===== config.mk =====
export PLATFORM = sky130hd
export DESIGN_NAME = pcmc_clock_gen
export DESIGN_NICKNAME = d
export VERILOG_FILES = /design/src/logic/pcmc_pkg.sv /design/src/logic/pcmc_clock_gen.sv
export SDC_FILE = /design/constraint.sdc
export NUM_CORES = 1
export LEC_CHECK = 0
export BUFFER_PORTS_ARGS = -buffer_cell sky130_fd_sc_hd__buf_2
export CAP_MARGIN = 20
export CORE_ASPECT_RATIO = 0.5
export CORE_MARGIN = 2
export CORE_UTILIZATION = 25
export CTS_CLUSTER_DIAMETER = 60
export DETAILED_ROUTE_END_ITERATION = 10
export GPL_TIMING_DRIVEN = 0
export PLACE_DENSITY = 0.45
export REMOVE_ABC_BUFFERS = 1
export SLEW_MARGIN = 20
export SYNTH_ARGS = -nofsm -noshare
export SYNTH_HDL_FRONTEND = slang
export SYNTH_SLANG_ARGS = --single-unit

===== constraint.sdc =====
create_clock -name mclk -period 6.8 [get_ports mclk]
set_clock_uncertainty 0.15 [all_clocks]
set_input_delay 0.68 -clock mclk [delete_from_list [all_inputs] [get_ports mclk]]
set_output_delay 0.68 -clock mclk [all_outputs]
set_load 0.02 [all_outputs]

===== src/logic/pcmc_pkg.sv =====
// Behaviour
// the master clock comes either from dividing the reference or from the loop multiplying it.
// in multiplier mode the reference is scaled by one of 31 ratios picked by the mode register; the code gives 23 distinct ratios.
// in divider mode the reference is divided by 2 or 4, and the loop may be switched fully off.
// one 16-bit clock mode register at address 0058h holds the whole clock setup.
// on reset the mode register takes a fixed value that depends only on the three strap pins.
// straps 001, 010, 100 load 9007h, 4007h, 1007h (times 10, 5 and 2).
// straps 110 load F007h, 101 load F000h, 000 and 111 load 0000h, and 011 is bypass.
// straps are sampled while device reset is low, and software may rewrite the mode afterwards.
// a newly started loop acquires lock first and then keeps tracking the reference.
// a programmable lock timer holds off the switch to multiplier clocking until lock.
// software turns the loop on or off through the mode register apart from the ratio.
// switching between divider and loop clocks never cuts a high or low phase short; a switch to divide-by-2 ends the low phase at the next reference rise.
package pcmc_pkg;
    // ====================================================================
    // register map and field layout
    localparam logic [15:0] PCMC_CMR_ADDR = 16'h0058;
    localparam int PCMC_MUL_MSB = 15;
    localparam int PCMC_MUL_LSB = 12;
    localparam int PCMC_HALF_BIT = 11;
    localparam int PCMC_CNT_MSB = 10;
    localparam int PCMC_CNT_LSB = 3;
    localparam int PCMC_ON_BIT = 2;
    localparam int PCMC_MODE_BIT = 1;
    localparam int PCMC_STAT_BIT = 0;
    localparam logic [3:0] PCMC_MUL_DIV4 = 4'hF;
    localparam logic [3:0] PCMC_MUL_ONE = 4'hF;
    // ====================================================================
    // reset values per strap pattern
    localparam logic [15:0] PCMC_RST_X10 = 16'h9007;
    localparam logic [15:0] PCMC_RST_X5 = 16'h4007;
    localparam logic [15:0] PCMC_RST_X2 = 16'h1007;
    localparam logic [15:0] PCMC_RST_X1 = 16'hF007;
    localparam logic [15:0] PCMC_RST_DIV4 = 16'hF000;
    localparam logic [15:0] PCMC_RST_DIV2 = 16'h0000;
    localparam logic [2:0] PCMC_STRAP_BYPASS = 3'h3;
    // ====================================================================
    // timing: lock timer ticks once per prescale period of mclk
    localparam logic [3:0] PCMC_LOCK_PRESCALE_LAST = 4'hF;
    // ====================================================================
    // types
    typedef enum logic [1:0] {
        PCMC_SRC_DIV = 2'b00,
        PCMC_SRC_PLL = 2'b01,
        PCMC_SRC_BYP = 2'b10
    } pcmc_src_e;
    typedef struct packed {
        logic [15:0] addr;
        logic [15:0] wdata;
        logic wr;
        logic rd;
    } pcmc_bus_req_s;
    typedef struct packed {
        logic a;
        logic b;
        logic c;
    } pcmc_strap_s;
endpackage


===== src/logic/pcmc_clock_gen.sv =====
`timescale 1ns/1ps
module pcmc_clock_gen (
    input wire logic mclk,
    input wire logic rst_n,
    input wire logic device_reset_n,
    input wire pcmc_pkg::pcmc_strap_s mode_strap,
    input wire logic reference_clock_input,
    input wire pcmc_pkg::pcmc_bus_req_s bus_req,
    output logic [15:0] bus_rdata,
    output logic master_clock_output,
    output logic pll_locked
);
    // ====================================================================
    // state
    typedef struct packed {
        logic [15:0] clock_mode_reg;
        logic [15:0] rdata;
        logic ref_q;
        logic [15:0] period_cnt;
        logic [15:0] period;
        logic stable;
        logic [3:0] prescale;
        logic [7:0] lock_cnt;
        logic locked;
        logic [17:0] acc;
        logic div_phase;
        logic out;
        pcmc_pkg::pcmc_src_e src;
        logic bypass;
        logic init_pending;
    } pcmc_state_s;

    pcmc_state_s st_reg;
    pcmc_state_s st_next;

    // strap pattern to mode register value
    function automatic logic [15:0] strap_value(input pcmc_pkg::pcmc_strap_s s);
        logic [2:0] p;
        p = {s.a, s.b, s.c};
        unique case (p)
            3'h1: strap_value = pcmc_pkg::PCMC_RST_X10;
            3'h2: strap_value = pcmc_pkg::PCMC_RST_X5;
            3'h4: strap_value = pcmc_pkg::PCMC_RST_X2;
            3'h6: strap_value = pcmc_pkg::PCMC_RST_X1;
            3'h5: strap_value = pcmc_pkg::PCMC_RST_DIV4;
            default: strap_value = pcmc_pkg::PCMC_RST_DIV2;
        endcase
    endfunction

    logic ref_rise;
    logic [3:0] mul_f;
    logic half_f;
    logic pll_on;
    logic pll_mode;
    logic [4:0] num;
    logic [16:0] thr;
    logic [17:0] acc_sum;
    logic pll_tick;
    logic div_tick;
    logic lock_tick;
    logic cmr_hit;
    pcmc_pkg::pcmc_src_e want_src;
    logic [15:0] wval;

    // ====================================================================
    // decoded fields and generator events
    always_comb begin
        ref_rise = reference_clock_input & ~st_reg.ref_q;
        mul_f = st_reg.clock_mode_reg[pcmc_pkg::PCMC_MUL_MSB:pcmc_pkg::PCMC_MUL_LSB];
        half_f = st_reg.clock_mode_reg[pcmc_pkg::PCMC_HALF_BIT];
        pll_on = st_reg.clock_mode_reg[pcmc_pkg::PCMC_ON_BIT];
        pll_mode = st_reg.clock_mode_reg[pcmc_pkg::PCMC_MODE_BIT];
        // numerator 1..16, halved by the half bit: 23 distinct ratios
        if ((mul_f == pcmc_pkg::PCMC_MUL_ONE) && !half_f) begin
            num = 5'h01;
        end else begin
            num = {1'b0, mul_f} + 5'h01;
        end
        thr = half_f ? {st_reg.period, 1'b0} : {1'b0, st_reg.period};
        acc_sum = st_reg.acc + {12'h000, num, 1'b0};
        // two edges per output period, so half-period = period*den/(2*num)
        pll_tick = (acc_sum >= {1'b0, thr});
        div_tick = ref_rise && ((mul_f != pcmc_pkg::PCMC_MUL_DIV4) || st_reg.div_phase);
        lock_tick = (st_reg.prescale == pcmc_pkg::PCMC_LOCK_PRESCALE_LAST);
        cmr_hit = (bus_req.addr == pcmc_pkg::PCMC_CMR_ADDR);
        // bypass first; loop clock only once locked, else stay on divider
        if (st_reg.bypass) begin
            want_src = pcmc_pkg::PCMC_SRC_BYP;
        end else if (pll_mode && pll_on && st_reg.locked) begin
            want_src = pcmc_pkg::PCMC_SRC_PLL;
        end else begin
            want_src = pcmc_pkg::PCMC_SRC_DIV;
        end
        wval = bus_req.wdata;
    end

    // ====================================================================
    // next state
    always_comb begin
        st_next = st_reg;
        st_next.ref_q = reference_clock_input;
        st_next.prescale = st_reg.prescale + 4'h1;
        // reference period measurement, saturating when the reference stalls
        if (ref_rise) begin
            st_next.period = st_reg.period_cnt;
            st_next.stable = (st_reg.period_cnt == st_reg.period) && (st_reg.period_cnt != 16'h0000);
            st_next.period_cnt = 16'h0001;
        end else if (st_reg.period_cnt != 16'hFFFF) begin
            st_next.period_cnt = st_reg.period_cnt + 16'h0001;
        end else begin
            st_next.stable = 1'b0;
        end
        // acquisition then tracking: lock timer must run out with a stable period
        if (!pll_on) begin
            st_next.locked = 1'b0;
            st_next.lock_cnt = st_reg.clock_mode_reg[pcmc_pkg::PCMC_CNT_MSB:pcmc_pkg::PCMC_CNT_LSB];
        end else if (!st_reg.stable) begin
            st_next.locked = 1'b0;
        end else if (st_reg.lock_cnt != 8'h00) begin
            if (lock_tick) begin
                st_next.lock_cnt = st_reg.lock_cnt - 8'h01;
            end
        end else begin
            st_next.locked = 1'b1;
        end
        // output generation from the active source
        unique case (st_reg.src)
            pcmc_pkg::PCMC_SRC_PLL: begin
                if (pll_tick) begin
                    st_next.acc = acc_sum - {1'b0, thr};
                    st_next.out = ~st_reg.out;
                end else begin
                    st_next.acc = acc_sum;
                end
            end
            pcmc_pkg::PCMC_SRC_BYP: begin
                st_next.out = reference_clock_input;
            end
            default: begin
                if (ref_rise) begin
                    st_next.div_phase = ~st_reg.div_phase;
                end
                if (div_tick) begin
                    st_next.out = ~st_reg.out;
                end
            end
        endcase
        // switch only while output is low, new source restarts its low phase
        if ((want_src != st_reg.src) && !st_reg.out) begin
            st_next.src = want_src;
            st_next.out = 1'b0;
            st_next.acc = 18'h00000;
            st_next.div_phase = 1'b0;
        end
        // register bus: one-cycle read latency, unmapped reads give zero
        st_next.rdata = 16'h0000;
        if (bus_req.rd && cmr_hit) begin
            st_next.rdata = st_reg.clock_mode_reg;
            st_next.rdata[pcmc_pkg::PCMC_STAT_BIT] = (st_reg.src == pcmc_pkg::PCMC_SRC_PLL);
        end
        if (bus_req.wr && cmr_hit) begin
            st_next.clock_mode_reg = wval;
            st_next.clock_mode_reg[pcmc_pkg::PCMC_STAT_BIT] = 1'b0;
            st_next.bypass = 1'b0;
            // new ratio or new turn-on restarts acquisition
            if (!pll_on || (wval[pcmc_pkg::PCMC_MUL_MSB:pcmc_pkg::PCMC_MUL_LSB] != mul_f) ||
                (wval[pcmc_pkg::PCMC_HALF_BIT] != half_f)) begin
                st_next.locked = 1'b0;
                st_next.lock_cnt = wval[pcmc_pkg::PCMC_CNT_MSB:pcmc_pkg::PCMC_CNT_LSB];
            end
        end
        // straps are caught by the clock while device reset is held low
        if (!device_reset_n || st_reg.init_pending) begin
            st_next.clock_mode_reg = strap_value(mode_strap);
            st_next.clock_mode_reg[pcmc_pkg::PCMC_STAT_BIT] = 1'b0;
            st_next.bypass = ({mode_strap.a, mode_strap.b, mode_strap.c} == pcmc_pkg::PCMC_STRAP_BYPASS);
            st_next.locked = 1'b0;
            st_next.lock_cnt = 8'h00;
            st_next.init_pending = 1'b0;
        end
    end

    // ====================================================================
    // state register; async reset gives constants only, straps come a cycle later
    always_ff @(posedge mclk or negedge rst_n) begin
        if (!rst_n) begin
            st_reg <= '{clock_mode_reg: pcmc_pkg::PCMC_RST_DIV2, rdata: 16'h0000, ref_q: 1'b0,
                        period_cnt: 16'h0000, period: 16'h0000, stable: 1'b0, prescale: 4'h0,
                        lock_cnt: 8'h00, locked: 1'b0, acc: 18'h00000, div_phase: 1'b0, out: 1'b0,
                        src: pcmc_pkg::PCMC_SRC_DIV, bypass: 1'b0, init_pending: 1'b1};
        end else begin
            st_reg <= st_next;
        end
    end

    assign bus_rdata = st_reg.rdata;
    assign master_clock_output = st_reg.out;
    assign pll_locked = st_reg.locked;

    // ====================================================================
    // assertions
    AST_STRAP_LOAD: assert property (@(posedge mclk) disable iff (!rst_n)
        !device_reset_n |=> (st_reg.clock_mode_reg == ($past(strap_value(mode_strap)) & 16'hFFFE)))
        else $error("mode register not loaded from straps");
    AST_READ_BACK: assert property (@(posedge mclk) disable iff (!rst_n)
        (bus_req.rd && cmr_hit && !bus_req.wr) |=>
        (bus_rdata[15:1] == $past(st_reg.clock_mode_reg[15:1])))
        else $error("mode register read-back wrong");
    AST_UNMAPPED_ZERO: assert property (@(posedge mclk) disable iff (!rst_n)
        (bus_req.rd && !cmr_hit) |=> (bus_rdata == 16'h0000))
        else $error("unmapped read not zero");
    AST_WRITE_TAKES: assert property (@(posedge mclk) disable iff (!rst_n)
        (bus_req.wr && cmr_hit && device_reset_n && !st_reg.init_pending) |=>
        (st_reg.clock_mode_reg[15:1] == $past(bus_req.wdata[15:1])))
        else $error("mode register write lost");
    AST_PLL_NEEDS_LOCK: assert property (@(posedge mclk) disable iff (!rst_n)
        $changed(st_reg.src) && (st_reg.src == pcmc_pkg::PCMC_SRC_PLL) |-> $past(st_reg.locked))
        else $error("switched to loop clock before lock");
    AST_OFF_UNLOCKS: assert property (@(posedge mclk) disable iff (!rst_n)
        (!pll_on && device_reset_n) |=> !pll_locked)
        else $error("lock held with loop off");
    AST_LOCK_AFTER_TIMER: assert property (@(posedge mclk) disable iff (!rst_n)
        $rose(pll_locked) |-> ($past(st_reg.lock_cnt) == 8'h00) && $past(st_reg.stable))
        else $error("lock before timer expiry");
    AST_SWITCH_LOW: assert property (@(posedge mclk) disable iff (!rst_n)
        $changed(st_reg.src) |-> !$past(master_clock_output) && !master_clock_output)
        else $error("source switched during a high phase");
    AST_DIV2_TOGGLE: assert property (@(posedge mclk) disable iff (!rst_n)
        (st_reg.src == pcmc_pkg::PCMC_SRC_DIV && want_src == pcmc_pkg::PCMC_SRC_DIV && ref_rise &&
         mul_f != pcmc_pkg::PCMC_MUL_DIV4) |=> (master_clock_output != $past(master_clock_output)))
        else $error("divide-by-two output missed an edge");
    AST_PLL_TOGGLE: assert property (@(posedge mclk) disable iff (!rst_n)
        (st_reg.src == pcmc_pkg::PCMC_SRC_PLL && want_src == pcmc_pkg::PCMC_SRC_PLL && pll_tick) |=>
        (master_clock_output != $past(master_clock_output)))
        else $error("loop output missed an edge");
    // bypass hands the sampled reference straight through, one cycle late
    AST_BYPASS_FOLLOW: assert property (@(posedge mclk) disable iff (!rst_n)
        (st_reg.src == pcmc_pkg::PCMC_SRC_BYP && want_src == pcmc_pkg::PCMC_SRC_BYP) |=>
        (master_clock_output == $past(reference_clock_input)))
        else $error("bypass output not following reference");
    COV_LOCK: cover property (@(posedge mclk) disable iff (!rst_n) $rose(pll_locked));
    COV_TO_PLL: cover property (@(posedge mclk) disable iff (!rst_n)
        $changed(st_reg.src) && st_reg.src == pcmc_pkg::PCMC_SRC_PLL);
    COV_BYPASS: cover property (@(posedge mclk) disable iff (!rst_n) st_reg.src == pcmc_pkg::PCMC_SRC_BYP);
    COV_DIV4: cover property (@(posedge mclk) disable iff (!rst_n)
        st_reg.src == pcmc_pkg::PCMC_SRC_DIV && mul_f == pcmc_pkg::PCMC_MUL_DIV4 && div_tick);
endmodule // pcmc_clock_gen


==> results of run 1 <==
stage by stage:
step	util	setup WS, ps	hold slack (ps)
after floorplan	-	2070	234
after global placement	0.273	671	287
after detailed placement	0.276	675	291
after CTS	0.286	659	129
after global routing	0.286	194	137
final	0.286	635	104
kinds of logic after synthesis:
group | Yosys count | synth area share
and+or+nand+nor | 289 | 0.213
muxes | 27 | 0.0402
adders and majority gates | 32 | 0.0603
buffers and inverters | 86 | 0.0616
other | 1 | 0.000545
AOI/OAI and AO/OA | 175 | 0.171
DFF | 102 | 0.371
xor gates and xnor gates | 65 | 0.0827
cells in the final DEF, fill, tap and decap left out, types with 21 or more instances in the layout:
| master | synthesis | routed |
|---|---|---|
| xor2_1 | 44 | 44 |
| mux2i_1 | 25 | 25 |
| buf_2 | 9 | 56 |
| nand2_1 | 105 | 105 |
| nor2_1 | 48 | 46 |
| xnor2_1 | 21 | 21 |
| a21oi_1 | 32 | 32 |
| nand3_1 | 22 | 22 |
| inv_1 | 29 | 29 |
| dfrtp_1 | 101 | 101 |
| ha_1 | 30 | 29 |
| o21ai_0 | 39 | 39 |
final cells by class:
class	count	area [sq um]
fill	2834	19100
multi-input combinational	589	3930
sequential	102	2550
tap	352	440
timing repair buffer	59	347
clock buffer	10	229
inverter	29	109
clock inverter	6	50.0
worst paths after layout:
kind / end / slack, ps / cells after the start
min: st_reg[19]$_DFFE_PN0P_ / 100 / 1
max in group asynchronous: st_reg[0]$_DFFE_PN1N_ / 5670 / 2
min in group mclk: st_reg[33]$_DFF_PN0_ / 310 / 1
max: st_reg[20]$_DFFE_PN0P_ / 640 / 18
max reg2reg: st_reg[20]$_DFFE_PN0P_ / 640 / 18
min reg2reg: st_reg[33]$_DFF_PN0_ / 310 / 1
power groups by stage:
stage	logic, W	registers [W]	clock network (W)
after global routing	0.00159	0.000761	0.000562
after floorplan	0.00106	0.000737	0
final	0.00144	0.000748	0.000521
after CTS	0.00144	0.000747	0.000536
after global placement	0.00142	0.000757	0
after detailed placement	0.00143	0.000758	0
metal layers:
layer / track usage / vias to the layer above / share of wire
met4: 0.0230 / 0 / 0.0083
met5: 0 / - / 0
li1: - / 2778 / -
met2: 0.215 / 94 / 0.44
met3: 0.0316 / 12 / 0.037
met1: 0.189 / 2742 / 0.52
==> out/results.ini, run 1 <==
[floorplanning]
dieArea_sq_um=29000
start_util=0.257
io_pins=59
die-height_um=121
die_width_um=239
rows=42
coreArea_sq_um=26700

[timing]
period_minus_slack_ps=6160
worst_slew_pin_slew_ps=966
fin_tns_setup_ps=0
finalCritPeriodShare=0.907
setup_viol=0
relSlewSlack=0.356
max_clock_freq_mhz=162
finalHoldViolCount=0
slew_viol_final=0
grt_setup_unrepaired=false

[drt]
ant_nets=0
drc_errors=0
route.vias.total=5626
viasPerCell=4.90
wl_mm=18.9
drtIter0Drc=372
first_pass_iters=4
routedWlPerCell_um=16.5

[power]
switchingPower_w=0.00122
comb_power_share=0.532
power_frac_seq=0.276
power.density_nw_per_um2=354
peakVddDrop_v=0.000291
p_leak_nw=3.54
swShare=0.449
total_power_w=0.00271
p_clk_frac=0.192
internal_power_w=0.00149

[final_layout]
largest_register_ffs=77
drive_gt1_frac=0.126
area_growth_pct=11.2
nets=863
diodes=0
layout.cells.non_filler=1147
design_area_sq_um=7660

[clock_tree]
cts_resized=0
post-cts-setup-buffer-count=0
clock_latency_ps=360
cts_hold_buf=0
clk_transition_reported_paths_ps=80
cts_buffers=9
root_buffer=clkbuf_16
cts_buffer_depth=2
htreeDepth=3
clkSinkCount=102
cts_tree=yes

[global_routing]
grt_usage=0.135
grt_max_degree=55
grt_pass1_wl_mm=30.8
grt_pass1_vias=5657
gr-total-overflow=0
grt_antenna_before_repair=0

[place]
place_congestion=0.769
hpwlAfterDp_mm=13.7
port_buffers=57
placed_area_sq_um=7380
placed_cells=1131

[hold_path]
min_path_type=in2async

[logic_synthesis]
ys_top_cells_by_count=nand2_1, dfrtp_1, nor2_1
synth_top_area_share=0.367
yosys.area.top_type=dfrtp_1
synth.yosys.seq_area_share=0.371
yosysWarnings=0
synthTopCellsByArea=dfrtp_1, nand2_1, xor2_1
synthesis.instances=777
ys_async_sr_fraction=1.00
synth_most_common_cell=nand2_1
yosys_register_bits=102
synth_edf_count=0
ys_types=77
avgSynthCellArea_sq_um=8.86
synthFlopType=dfrtp_1
netlist_area_sq_um=6890

[critical_path]
slowest_delay_ps=980
critPathMaxFanout=21
cpMaxStageDelayCell=dfrtp_1
path_cells=inv_1, a22oi_1, o21ai_0, o21ai_0, ha_1, o21a_1, o31a_1, o21ai_1, nor2_1, xor2_1, ha_1, nand4_2, a211oi_1, nand2_1, o211ai_2, or2_1, o311ai_0, a31oi_1
required_ps=6930
path_delay_family=compound AO/OA/AOI/OAI gates
startpoint=half_f$_DFFE_PN0P_
startpoint_type=register
crit-reg2reg-launch=half_f$_DFFE_PN0P_
critPathCaptureType=register
arrival_ps=6290
critPathBufInv=1
crit_type=reg2reg

[run]
drv_cap=0

[run_status]
outcome=completed

Power figures use the tool's default switching activity.
==> inputs of run 2 (changes only) <==
--- a/config.mk
+++ b/config.mk
@@ -5,7 +5,7 @@
 export SDC_FILE = /design/constraint.sdc
 export NUM_CORES = 1
 export LEC_CHECK = 0
-export BUFFER_PORTS_ARGS = -buffer_cell sky130_fd_sc_hd__buf_2
+export BUFFER_PORTS_ARGS = -buffer_cell sky130_fd_sc_hd__buf_4
 export CAP_MARGIN = 20
 export CORE_ASPECT_RATIO = 0.5
 export CORE_MARGIN = 2
==> out/results.ini, run 2 (synthesis gave the netlist of run 1 again) <==
[timing]
finalCritPeriodShare=0.921
fin_tns_setup_ps=0
finalHoldViolCount=0
slew_viol_final=0
setup_viol=0
grt_setup_unrepaired=false
relSlewSlack=0.359
max_clock_freq_mhz=160
worst_slew_pin_slew_ps=962
period_minus_slack_ps=6260
hold_ws_ps=251

[clock_tree]
cts_buffers=9
post-cts-setup-buffer-count=0
cts_buffer_depth=2
cts_tree=yes
clock_latency_ps=360
clkSinkCount=102
cts_hold_buf=0
cts_resized=0
htreeDepth=3
root_buffer=clkbuf_16
clk_transition_reported_paths_ps=80

[global_routing]
grt_pass1_wl_mm=30.6
use_met2=0.208
grt_usage=0.136
grt_max_degree=103
use_met1=0.192
grt_use_met3=0.0287
gr-total-overflow=0
grt_antenna_before_repair=0
grt_pass1_vias=5512
grt_most_used_layer=met2

[final_layout]
final_cell_mix=nand2_1, dfrtp_1, buf_4
layout.cells.non_filler=1146
final_util=0.291
drive_gt1_frac=0.123
largest_register_ffs=77
area_growth_pct=13.1
nets=862
final_common_cell=nand2_1
diodes=0

[drt]
drtIter0Drc=371
wl_mm=19.1
viasPerCell=4.90
first_pass_iters=4
routedWlPerCell_um=16.6
ant_nets=0
route.vias.total=5612
drc_errors=0

[critical_path]
critPathCaptureType=register
crit-reg2reg-launch=half_f$_DFFE_PN0P_
crit_type=reg2reg
critPathBufInv=1
path_delay_family=compound AO/OA/AOI/OAI gates
critPathMaxFanout=21
path_cells=inv_1, a22oi_1, o21ai_0, o21ai_0, ha_1, o21a_1, o31a_1, o21ai_1, nor2_1, xor2_1, ha_1, nand4_2, a211oi_1, nand2_1, o211ai_2, or2_1, o311ai_0, a31oi_1
required_ps=6930
arrival_ps=6390
cpMaxStageDelayCell=dfrtp_1
startpoint=half_f$_DFFE_PN0P_
startpoint_type=register
slowest_delay_ps=980

[place]
hpwlAfterDp_mm=13.6
place_congestion=0.779
placed_cells=1130
port_buffers=57

[floorplanning]
die_width_um=239
coreArea_sq_um=26700
rows=42
dieArea_sq_um=29000
start_util=0.257
die-height_um=121
io_pins=59

[power]
peakVddDrop_v=0.000217
p_leak_nw=3.57
power.density_nw_per_um2=353

[hold_path]
min_path_type=in2async

[run_status]
outcome=completed

[run]
drv_cap=0

run 2: area by class of cell:
cell class	instances	area, sq um
Timing Repair Buffer	58	462
Fill cell	2816	19000
Clock buffer	11	233
Clock inverter	5	66.3
Sequential cell	102	2550
Multi-Input combinational cell	589	3930
Inverter	29	109
Tap cell	352	440
run 2: layer usage:
| layer | wire, um | share of wire |
|---|---|---|
| met5 | 0 | 0 |
| met2 | 8310 | 0.44 |
| met1 | 9710 | 0.51 |
| met3 | 740 | 0.039 |
| met4 | 291 | 0.015 |
run 2: metrics by stage:
stage                     area [sq um]  setup slack (ps)  power, W
after floorplan                   6570              2070   0.00180
after global placement            7440               700   0.00218
after detailed placement          7490               617   0.00220
after CTS                         7790               601   0.00276
after global routing              7790              38.5   0.00296
final                             7790               538   0.00275
run 2: path summary, 6_finish.rpt:
path / to / slack, ps / cells past startpoint
max: st_reg[20]$_DFFE_PN0P_ / 540 / 18
min: st_reg[21]$_DFFE_PN0P_ / 250 / 1
max reg2reg: st_reg[20]$_DFFE_PN0P_ / 540 / 18
min reg2reg: st_reg[33]$_DFF_PN0_ / 300 / 1
max in group asynchronous: st_reg[29]$_DFF_PN0_ / 5580 / 1
min in group mclk: st_reg[70]$_DFF_PN0_ / 300 / 1
run 2: power breakdown:
part | total [W] | switching (W) | internal, W
Clock | 0.000549 | 0.000257 | 0.000291
Combinational | 0.00145 | 0.000867 | 0.000582
Sequential | 0.000750 | 0.0000862 | 0.000664
Total | 0.00275 | 0.00121 | 0.00154
run 2: worst register-to-register path: cells and delay by family, from the launching register on:
family                   cells  cell delay (ps)
adder cells (fa/ha/maj)      2              830
AO/OA/AOI/OAI               10             2590
AND/OR/NAND/NOR              4             1150
XOR/XNOR                     1              190
flip-flops                   1              980
buffers and inverters        1              300
